===== config.mk =====
export PLATFORM = sky130hd
export DESIGN_NAME = flag_branch_unit
export DESIGN_NICKNAME = d
export VERILOG_FILES = /design/src/logic/core_branch_pkg.sv /design/src/logic/operand_addr_gen.sv /design/src/logic/flag_branch_unit.sv
export SDC_FILE = /design/constraint.sdc
export NUM_CORES = 1
export LEC_CHECK = 0
export ABC_AREA = 1
export ABC_CLOCK_PERIOD_IN_PS = 2800
export BUFFER_PORTS_ARGS = -buffer_cell sky130_fd_sc_hd__buf_2
export CORE_AREA = 4 4 106 108
export CTS_CLUSTER_SIZE = 28
export DETAILED_ROUTE_END_ITERATION = 10
export DIE_AREA = 0 0 110 112
export PLACE_DENSITY = 0.76
export REMOVE_ABC_BUFFERS = 1
export SLEW_MARGIN = 20
export SYNTH_ARGS = -nofsm -noshare
export SYNTH_HDL_FRONTEND = slang
export SYNTH_SLANG_ARGS = --single-unit

===== constraint.sdc =====
create_clock -name ref_clk_in -period 2.8 [get_ports ref_clk_in]
set_input_delay 0.84 -clock ref_clk_in [delete_from_list [all_inputs] [get_ports ref_clk_in]]
set_output_delay 0.84 -clock ref_clk_in [all_outputs]
set_load 0.01 [all_outputs]

===== src/logic/core_branch_pkg.sv =====
// Shared constants, types and decode helpers for the bit-invert and flag-branch unit.
// Assumes a core that splits each instruction cycle into four clock phases.
`default_nettype none
package core_branch_pkg;

    // Instruction encodings.
    localparam logic [3:0] BIT_INVERT_NIB    = 4'h7;
    localparam logic [7:0] BRANCH_OVF_BYTE   = 8'he4;
    localparam logic [7:0] BRANCH_ZERO_BYTE  = 8'he0;

    // Field positions inside the 16-bit instruction word.
    localparam int         OPC_NIB_LSB       = 12;
    localparam int         OPC_BYTE_LSB      = 8;
    localparam int         BIT_POS_LSB       = 9;
    localparam int         BANK_SEL_POS      = 8;

    // Access bank split: addresses below this map low, or index when extended.
    localparam logic [7:0] ACCESS_SPLIT      = 8'h60;
    localparam logic [3:0] ACCESS_HI_BANK    = 4'hf;

    // Program counter advance past a one-word instruction, in bytes.
    localparam int         PC_STEP           = 2;
    localparam int         PC_W_DEFAULT      = 21;
    localparam int         DADDR_W           = 12;

    // Reset values.
    localparam logic [7:0] DATA_RESET        = 8'h00;

    typedef enum logic [1:0] {
        PH_Q1 = 2'b00,
        PH_Q2 = 2'b01,
        PH_Q3 = 2'b11,
        PH_Q4 = 2'b10
    } phase_t;

    typedef enum logic [1:0] {
        OP_NONE   = 2'b00,
        OP_INVERT = 2'b01,
        OP_BOV    = 2'b11,
        OP_BZ     = 2'b10
    } op_t;

    typedef struct packed {
        op_t        op;
        logic [2:0] bit_pos;
        logic       bank_sel;
        logic [7:0] low_byte;
    } dec_t;

    typedef struct packed {
        logic ovf;
        logic zero;
    } flags_t;

    localparam dec_t DEC_IDLE = '{op: OP_NONE, bit_pos: 3'h0, bank_sel: 1'b0, low_byte: 8'h00};

    function automatic dec_t decode(input logic [15:0] word);
        dec_t d;
        d          = DEC_IDLE;
        d.bit_pos  = word[BIT_POS_LSB +: 3];
        d.bank_sel = word[BANK_SEL_POS];
        d.low_byte = word[7:0];
        if (word[OPC_NIB_LSB +: 4] == BIT_INVERT_NIB) begin
            d.op = OP_INVERT;
        end else if (word[OPC_BYTE_LSB +: 8] == BRANCH_OVF_BYTE) begin
            d.op = OP_BOV;
        end else if (word[OPC_BYTE_LSB +: 8] == BRANCH_ZERO_BYTE) begin
            d.op = OP_BZ;
        end
        return d;
    endfunction

    function automatic logic [7:0] bit_mask(input logic [2:0] pos);
        return 8'(8'h01 << pos);
    endfunction

    function automatic logic branch_taken(input op_t op, input flags_t f);
        return ((op == OP_BOV) && f.ovf) || ((op == OP_BZ) && f.zero);
    endfunction

endpackage
`default_nettype wire


===== src/logic/operand_addr_gen.sv =====
// Forms the data-memory address of a bit-oriented register operand.
// Assumes bank select and index register values are stable in the decode phase.
`timescale 1ns/1ps
`default_nettype none
module operand_addr_gen
    import core_branch_pkg::*;
(
    input  wire logic [7:0]         fadr_in,
    input  wire logic               bank_sel_in,
    input  wire logic [3:0]         bsr_in,
    input  wire logic               ext_set_en_in,
    input  wire logic [DADDR_W-1:0] fsr2_in,
    output logic      [DADDR_W-1:0] addr_out
);

    always_comb begin
        if (!bank_sel_in && ext_set_en_in && (fadr_in < ACCESS_SPLIT)) begin
            addr_out = DADDR_W'(fsr2_in + {4'h0, fadr_in});
        end else if (!bank_sel_in) begin
            addr_out = (fadr_in < ACCESS_SPLIT) ? {4'h0, fadr_in} : {ACCESS_HI_BANK, fadr_in};
        end else begin
            addr_out = {bsr_in, fadr_in};
        end
    end

endmodule
`default_nettype wire


===== src/logic/flag_branch_unit.sv =====
// Executes bit-invert and overflow/zero relative branches across four clock phases.
// Assumes fetch presents each instruction with its address in phase one, and that the
// data memory answers a read combinationally in the cycle the read strobe is high.
`timescale 1ns/1ps
`default_nettype none
// Functional notes
// - Top nibble 0111 decodes as bit invert.
// - Read register, flip one bit, write back.
// - Extended set, bank bit clear: index below 96.
// - Bank bit clear: access bank; set: banked.
// - Upper byte e4 decodes branch on overflow.
// - Overflow set loads pc plus two plus 2n.
// - Offset is signed words, doubled into bytes.
// - Upper byte e0 decodes branch on zero.
// - Zero branch taken only with zero flag.
// - Target counts from already advanced pc.
// - Taken branch adds one idle flushed cycle.
// - Decode, literal, process, pc write in phases.
module flag_branch_unit
    import core_branch_pkg::*;
#(
    parameter int PC_W = PC_W_DEFAULT
)(
    input  wire logic               ref_clk_in,
    input  wire logic               rst_in,
    input  wire logic               ce_in,
    input  wire logic               instr_valid_in,
    input  wire logic [15:0]        instr_in,
    input  wire logic [PC_W-1:0]    instr_addr_in,
    input  wire flags_t             flags_in,
    input  wire logic               ext_set_en_in,
    input  wire logic [3:0]         bsr_in,
    input  wire logic [DADDR_W-1:0] fsr2_in,
    input  wire logic [7:0]         dmem_rdata_in,
    output phase_t                  phase_out,
    output logic      [DADDR_W-1:0] dmem_addr_out,
    output logic                    dmem_rd_out,
    output logic                    dmem_wr_out,
    output logic      [7:0]         dmem_wdata_out,
    output logic                    pc_load_out,
    output logic      [PC_W-1:0]    pc_target_out,
    output logic                    flush_out,
    output logic                    flags_we_out
);

    // The sign-extended, doubled offset needs at least one bit above the byte field.
    if (PC_W < 10) begin : g_pc_w_check
        $error("flag_branch_unit: PC_W must be at least 10");
    end

    function automatic logic [PC_W-1:0] widen(input logic [7:0] n);
        return {{(PC_W-9){n[7]}}, n, 1'b0};
    endfunction

    phase_t              phase_ff;
    phase_t              nxt_phase;
    dec_t                dec_ff;
    dec_t                nxt_dec;
    dec_t                dec_now;
    logic [PC_W-1:0]     base_ff;
    logic [PC_W-1:0]     nxt_base;
    logic [PC_W-1:0]     disp_ff;
    logic [PC_W-1:0]     nxt_disp;
    logic [PC_W-1:0]     target_ff;
    logic [PC_W-1:0]     nxt_target;
    logic [DADDR_W-1:0]  addr_ff;
    logic [DADDR_W-1:0]  nxt_addr;
    logic [DADDR_W-1:0]  gen_addr;
    logic [7:0]          data_ff;
    logic [7:0]          nxt_data;
    logic [7:0]          wdata_ff;
    logic [7:0]          nxt_wdata;
    logic                rd_ff;
    logic                nxt_rd;
    logic                wr_ff;
    logic                nxt_wr;
    logic                load_ff;
    logic                nxt_load;
    logic                flush_ff;
    logic                nxt_flush;
    logic                accept;

    assign dec_now = decode(instr_in);
    // A discarded prefetch in the flush cycle is never decoded.
    assign accept  = instr_valid_in && !flush_ff;

    operand_addr_gen u_addr (
        .fadr_in       (dec_now.low_byte),
        .bank_sel_in   (dec_now.bank_sel),
        .bsr_in        (bsr_in),
        .ext_set_en_in (ext_set_en_in),
        .fsr2_in       (fsr2_in),
        .addr_out      (gen_addr)
    );

    always_comb begin
        nxt_phase  = phase_ff;
        nxt_dec    = dec_ff;
        nxt_base   = base_ff;
        nxt_disp   = disp_ff;
        nxt_target = target_ff;
        nxt_addr   = addr_ff;
        nxt_data   = data_ff;
        nxt_wdata  = wdata_ff;
        nxt_rd     = rd_ff;
        nxt_wr     = wr_ff;
        nxt_load   = load_ff;
        nxt_flush  = flush_ff;
        case (phase_ff)
            PH_Q1: begin
                nxt_phase = PH_Q2;
                nxt_dec   = accept ? dec_now : DEC_IDLE;
                nxt_base  = instr_addr_in;
                nxt_addr  = gen_addr;
                nxt_rd    = accept && (dec_now.op == OP_INVERT);
            end
            PH_Q2: begin
                nxt_phase = PH_Q3;
                nxt_rd    = 1'b0;
                if (dec_ff.op == OP_INVERT) begin
                    nxt_data = dmem_rdata_in;
                end
                nxt_disp  = widen(dec_ff.low_byte);
            end
            PH_Q3: begin
                nxt_phase = PH_Q4;
                nxt_wdata = data_ff ^ bit_mask(dec_ff.bit_pos);
                nxt_wr    = (dec_ff.op == OP_INVERT);
                nxt_target = PC_W'(base_ff + PC_W'(PC_STEP) + disp_ff);
                nxt_load  = branch_taken(dec_ff.op, flags_in);
            end
            PH_Q4: begin
                nxt_phase = PH_Q1;
                nxt_wr    = 1'b0;
                nxt_load  = 1'b0;
                // Idle cycle after a taken branch.
                nxt_flush = load_ff;
            end
            default: begin
                nxt_phase = PH_Q1;
            end
        endcase
    end

    always_ff @(posedge ref_clk_in) begin
        if (rst_in) begin
            phase_ff  <= PH_Q1;
            dec_ff    <= DEC_IDLE;
            base_ff   <= '0;
            disp_ff   <= '0;
            target_ff <= '0;
            addr_ff   <= '0;
            data_ff   <= DATA_RESET;
            wdata_ff  <= DATA_RESET;
            rd_ff     <= 1'b0;
            wr_ff     <= 1'b0;
            load_ff   <= 1'b0;
            flush_ff  <= 1'b0;
        end else if (ce_in) begin
            phase_ff  <= nxt_phase;
            dec_ff    <= nxt_dec;
            base_ff   <= nxt_base;
            disp_ff   <= nxt_disp;
            target_ff <= nxt_target;
            addr_ff   <= nxt_addr;
            data_ff   <= nxt_data;
            wdata_ff  <= nxt_wdata;
            rd_ff     <= nxt_rd;
            wr_ff     <= nxt_wr;
            load_ff   <= nxt_load;
            flush_ff  <= nxt_flush;
        end
    end

    assign phase_out      = phase_ff;
    assign dmem_addr_out  = addr_ff;
    assign dmem_rd_out    = rd_ff;
    assign dmem_wr_out    = wr_ff;
    assign dmem_wdata_out = wdata_ff;
    assign pc_load_out    = load_ff;
    assign pc_target_out  = target_ff;
    assign flush_out      = flush_ff;
    assign flags_we_out   = 1'b0;
endmodule
`default_nettype wire


# [Word-level counts from Yosys, hierarchy flattened]
# Cells that the tools add are included.
[word_totals] n_memories=0 regBits=97 mem_bits_rw=0 mem_bits_ro=0 latch_bits=0 word_cells=60
[classes] shift=1 addsub=3 n_mul=0 n_reduce_logical=19 n_eq_ne=10 n_div=0 order_cmp=1 n_mux=11 n_bitwise=1
[ops] op="$mux 12" count=3
[ops] op="$add 21x2->21 const B" count=1
[ops] op="$add 21x21->21" count=1
[ops] op="$eq 8x8->1 const B" count=2
[ops] op="$mux 14" count=1
[ops] op="$add 12x8->12" count=1
[ops] op="$reduce_and 2->1" count=6
[ops] op="$eq 2x2->1 const B" count=4
[ops] op="$lt 8x7->1 const B" count=1
[ops] op="$pmux 2 s4" count=1
[ops] op="$shl 1x3->8 const A" count=1
[ops] op="$xor 8x8->8" count=1
[ops] op="$eq 2x1->1 const B" count=3
[ops] op="$logic_and 1x1->1" count=6
[ops] op="$mux 2" count=3
[ops] op="$pmux 1 s2" count=3
[ops] op="$eq 4x3->1 const B" count=1
[ops] op="$reduce_bool 2->1" count=2
[ops] op="$reduce_and 3->1" count=1
[ops] op="$logic_not 1->1" count=2
[ops] op="$logic_not 2->1" count=1
[ops] op="$logic_or 1x1->1" count=1

# [Longest topological paths before layout]
[logic_depth] word_depth=7 ltp_mapped=17 depth_no_buf=17

# [Cells and area by module]
# From an unflattened synthesis, not the netlist that was laid out.
[unflattened] hier_cells=809 area_unflattened_um2=5615.4
[modules_own_cells] mod="flag_branch_unit" cells_each=668 area_per_inst_um2=4888.4 n_inst=1
[modules_own_cells] mod="operand_addr_gen" cells_each=141 area_per_inst_um2=726.9 n_inst=1

# [Worst setup path after synthesis]
# Ideal clock, no wire load.
[synth_timing] path_kind="in2reg" startpoint="input port instr_in[0]" endpoint="register addr_ff[6] (netlist: dmem_addr_out[6])" path_buffers=0 stages=9 slack_ns=0.580 arrival_ns=2.150 cell_sequence="ha_1 > fa_1 > nand2_1 > nand2_1 > o21ai_0 > o21ai_0 > a21oi_2 > o21ai_1 > a21oi_1"
[synth_via] elab_chain_len=3 elab_cells_between_ends=4 cone_classes="add/sub (1); order compare (1); mux (1); reduce/logical (1)"
[synth_lines] element="start: declaration" line_no="flag_branch_unit.sv:28" text="input wire logic [15:0] instr_in,"
[synth_lines] element="branches (longest 2 deep; another with $add 12x8->12)"
[synth_lines] element="$mux 12 (*)" line_no="operand_addr_gen.sv:17" text="if (!bank_sel_in && ext_set_en_in && (fadr_in < ACCESS_SPLIT)) begin"
[synth_lines] element="end signal: assignment" line_no="flag_branch_unit.sv:165" text="addr_ff <= nxt_addr;"
[synth_lines] element="end: declaration" line_no="flag_branch_unit.sv:66" text="logic [DADDR_W-1:0] addr_ff;"
# Mark *: on every way between the ends.
# A chain may end at the register's enable or synchronous reset.

# [Final worst setup path]
[layout_timing] startpoint="register, netlist name disp_ff[8]" endpoint="register target_ff[19] (netlist: pc_target_out[19])"
[layout_via] elab_chain_len=1
[layout_lines] element="$add 21x21->21" line_no="flag_branch_unit.sv:129" text="nxt_target = PC_W'(base_ff + PC_W'(PC_STEP) + disp_ff);"
[layout_lines] element="end signal: assignment" line_no="flag_branch_unit.sv:164" text="target_ff <= nxt_target;"
[layout_lines] element="end: declaration" line_no="flag_branch_unit.sv:64" text="logic [PC_W-1:0] target_ff;"
# No other way between the ends.

==> out/metrics.cfg <==
[worst_setup_path]
cpMostUsedCell = nand2_1
critPathKind = register to register
cp-startpoint = disp_ff[8]$_SDFFE_PP0P_
r2r_end = pc_target_out[19]$_SDFFE_PP0P_
ff2ff_setup_slack_ns = 0.47
cpLargestDelayFamily = simple AND/OR/NAND/NOR gates
worstSetupStartpointType = register
crit_path_end_kind = register
arrival_ns = 2.60
cp_max_fo = 8
reg2reg_from = disp_ff[8]$_SDFFE_PP0P_
crit_path_top_delay_cell = dfxtp_1
rr_worst_depth = 15
critical_path.max_stage_delay_ns = 0.50
critPathRequiredTime_ns = 3.08
cp_num_buf_inv = 4
path_cells = buf_4 -> ha_1 -> ha_1 -> nand2_1 -> inv_1 -> nand2_1 -> nand2_1 -> inv_1 -> nor2_1 -> nor2_1 -> nand2_1 -> nand2_1 -> nand3_1 -> nand2_1 -> inv_1

[yosys]
syn_inst = 782
yosysWarnings = 0
synth_edf_count = 0
synth_area_mm2 = 0.00556
ys_ff_latch = 97
synth_ff_type = dfxtp_1
synth_top_area_share_pct = 34.9
yosysSeqAreaShare_pct = 34.9
synthTopCellsByArea = dfxtp_1, ha_1, nand2_1
syn_avg_cell_area_um2 = 7.11
yosys-top-cells-count = nand2_1, nor2_1, dfxtp_1
async_reset_ff_share_pct = 0
synth_largest_area_cell = dfxtp_1
ys_types = 38
synth_most_common_cell = nand2_1

[min_path]
hold_start = base_ff[1]$_SDFFE_PP0P_
hp-class = register to register
hold_path_end = base_ff[1]$_SDFFE_PP0P_
holdPathStages = 2

[placed_design]
pre_cts_ws_ns = 0.253
io_buffers = 114
gp_congestion = 0.940
dp_hpwl_mm = 10.4
placed_cells = 1015

[clock_tree]
cts_root_buf = clkbuf_8
cts_sinks = 97
cts_tree = yes
clkTransAtPathRegs_ns = 0.10
numCtsBuffers = 9
htree_levels = 3
post_cts_buffers = 0
clock_latency_ns = 0.37
ctsHoldBuffers = 0
clockBufferDepth = 2
cts.repair.resized = 0

[floorplan]
io-pin-count = 116
die_h_um = 112
die_x_um = 110
fp.dieArea_mm2 = 0.0123
rows = 37
core_mm2 = 0.0102
initial_utilization_pct = 54.4

[run]
maxCapViolCount = 0

[routing]
first_pass_iters = 5
finalWirelength_mm = 13.7
routedWlPerCell_um = 13.3
ant_nets = 0
dr_total_vias = 5389
vias_per_cell = 5.23
route.detailed.drc = 0
drtIter0Drc = 308

[timing]
setup_violations = 0
worst_pin_slew_ns = 0.574
worst_slack_ns = 0.475
clock_skew_ns = 0.0140
slew_headroom_pct = 61.6
hold_violations = 0
max_clock_freq_mhz = 430
fin_setup_tns_ns = 0
rsz0062_at_grt = no
maxSlewViolCount = 0
period_share_pct = 83.0
period_needed_ns = 2.33

[power_and_ir_drop]
p_leak_uw = 0.00332
power.density_mw_per_mm2 = 472
power.total_uw = 3060
vdd_drop_max_v = 0.000298

[global_routing]
overflow = 0
grt_pass1_wl_mm = 23.0
grtUsageTotal_pct = 22.9
antenna_found_initial = 0
grt_pass1_vias = 5161
grt_max_degree = 46

[layout]
area_growth_pct = 16.3
antenna_cells = 0
fin_nets = 1005
final_layout_size_suffix_gt1_share_pct = 18.8
fin_cells = 1031
final_util_pct = 63.2

[status]
outcome = complete, no violations

-- cell type report --
cell class | instances | area (um^2)
clock buffer | 10 | 138
tap | 136 | 170
clock inverter | 6 | 80.1
multi-input combinational | 571 | 3160
timing repair buffer | 123 | 651
inverter | 88 | 333
sequential | 97 | 1940
fill | 973 | 3760
-- tightest hold or removal path, delay by kind of cell (launching register included) --
family / cells / cell delay [ns]
AO/OA/AOI/OAI: 1 / 0.06
buffers and inverters: 1 / 0.06
flip-flops: 1 / 0.31
-- how the worst max path moves through the flow --
stage                                          end  slack (ns)  depth (start not counted)
finish              pc_target_out[19]$_SDFFE_PP0P_        0.47                         15
global placement     dmem_addr_out[6]$_SDFFE_PP0P_        0.31                         10
global route        pc_target_out[19]$_SDFFE_PP0P_        0.22                         15
detailed placement   dmem_addr_out[6]$_SDFFE_PP0P_        0.25                         10
CTS                 pc_target_out[19]$_SDFFE_PP0P_        0.49                         15
floorplan                  dec_ff[12]$_SDFFE_PP0P_        0.56                          6
-- sequential cells by signal (all words and copies together), names as in the netlist --
| name | flops |
|---|---|
| phase_out | 2 |
| flush_out | 1 |
| data_ff | 8 |
| dec_ff | 13 |
| dmem_rd_out | 1 |
| dmem_wdata_out | 8 |
| disp_ff | 8 |
| pc_target_out | 21 |
| pc_load_out | 1 |
| dmem_addr_out | 12 |
| dmem_wr_out | 1 |
| base_ff | 21 |
-- cells by family after synthesis --
family / synth area share (%)
AND/OR/NAND/NOR: 25.1
AO/OA/AOI/OAI: 17.9
buffers and inverters: 8.32
flip-flops: 34.9
adder cells (fa/ha/maj): 10.8
XOR/XNOR: 2.83
other: 0.0674
-- layout by cell type, fill, tap and decap left out, drive strengths merged, types with 8 or more instances in the layout --
master and instances:
o21bai 8, xor2 14, nor3 8, dfxtp 97, nand3 57, a21oi 69, nor2 108, ha 45
buf 123, clkbuf 10, inv 92, nand2 146, o21ai 81
-- power breakdown --
group          total [uW]  internal, uW  switching, uW
clock network         990           459            530
logic                 577           221            356
registers            1490          1450           42.6
-- stage by stage --
step           hold WS [ns]  area [um^2]
3_3_place_gp          0.454         6250
4_1_cts               0.473         6470
2_1_floorplan         0.435         5430
5_1_grt               0.499         6470
3_5_place_dp          0.458         6250
6_report              0.469         6470
-- routing by layer --
metal	up-vias	wire length (um)	track usage, %
li1	2784	-	-
met1	2424	6160	29.2
met2	158	6380	38.5
met3	23	847	4.46
met4	0	270	7.15
met5	-	0	0
Power figures use the tool's default switching activity.
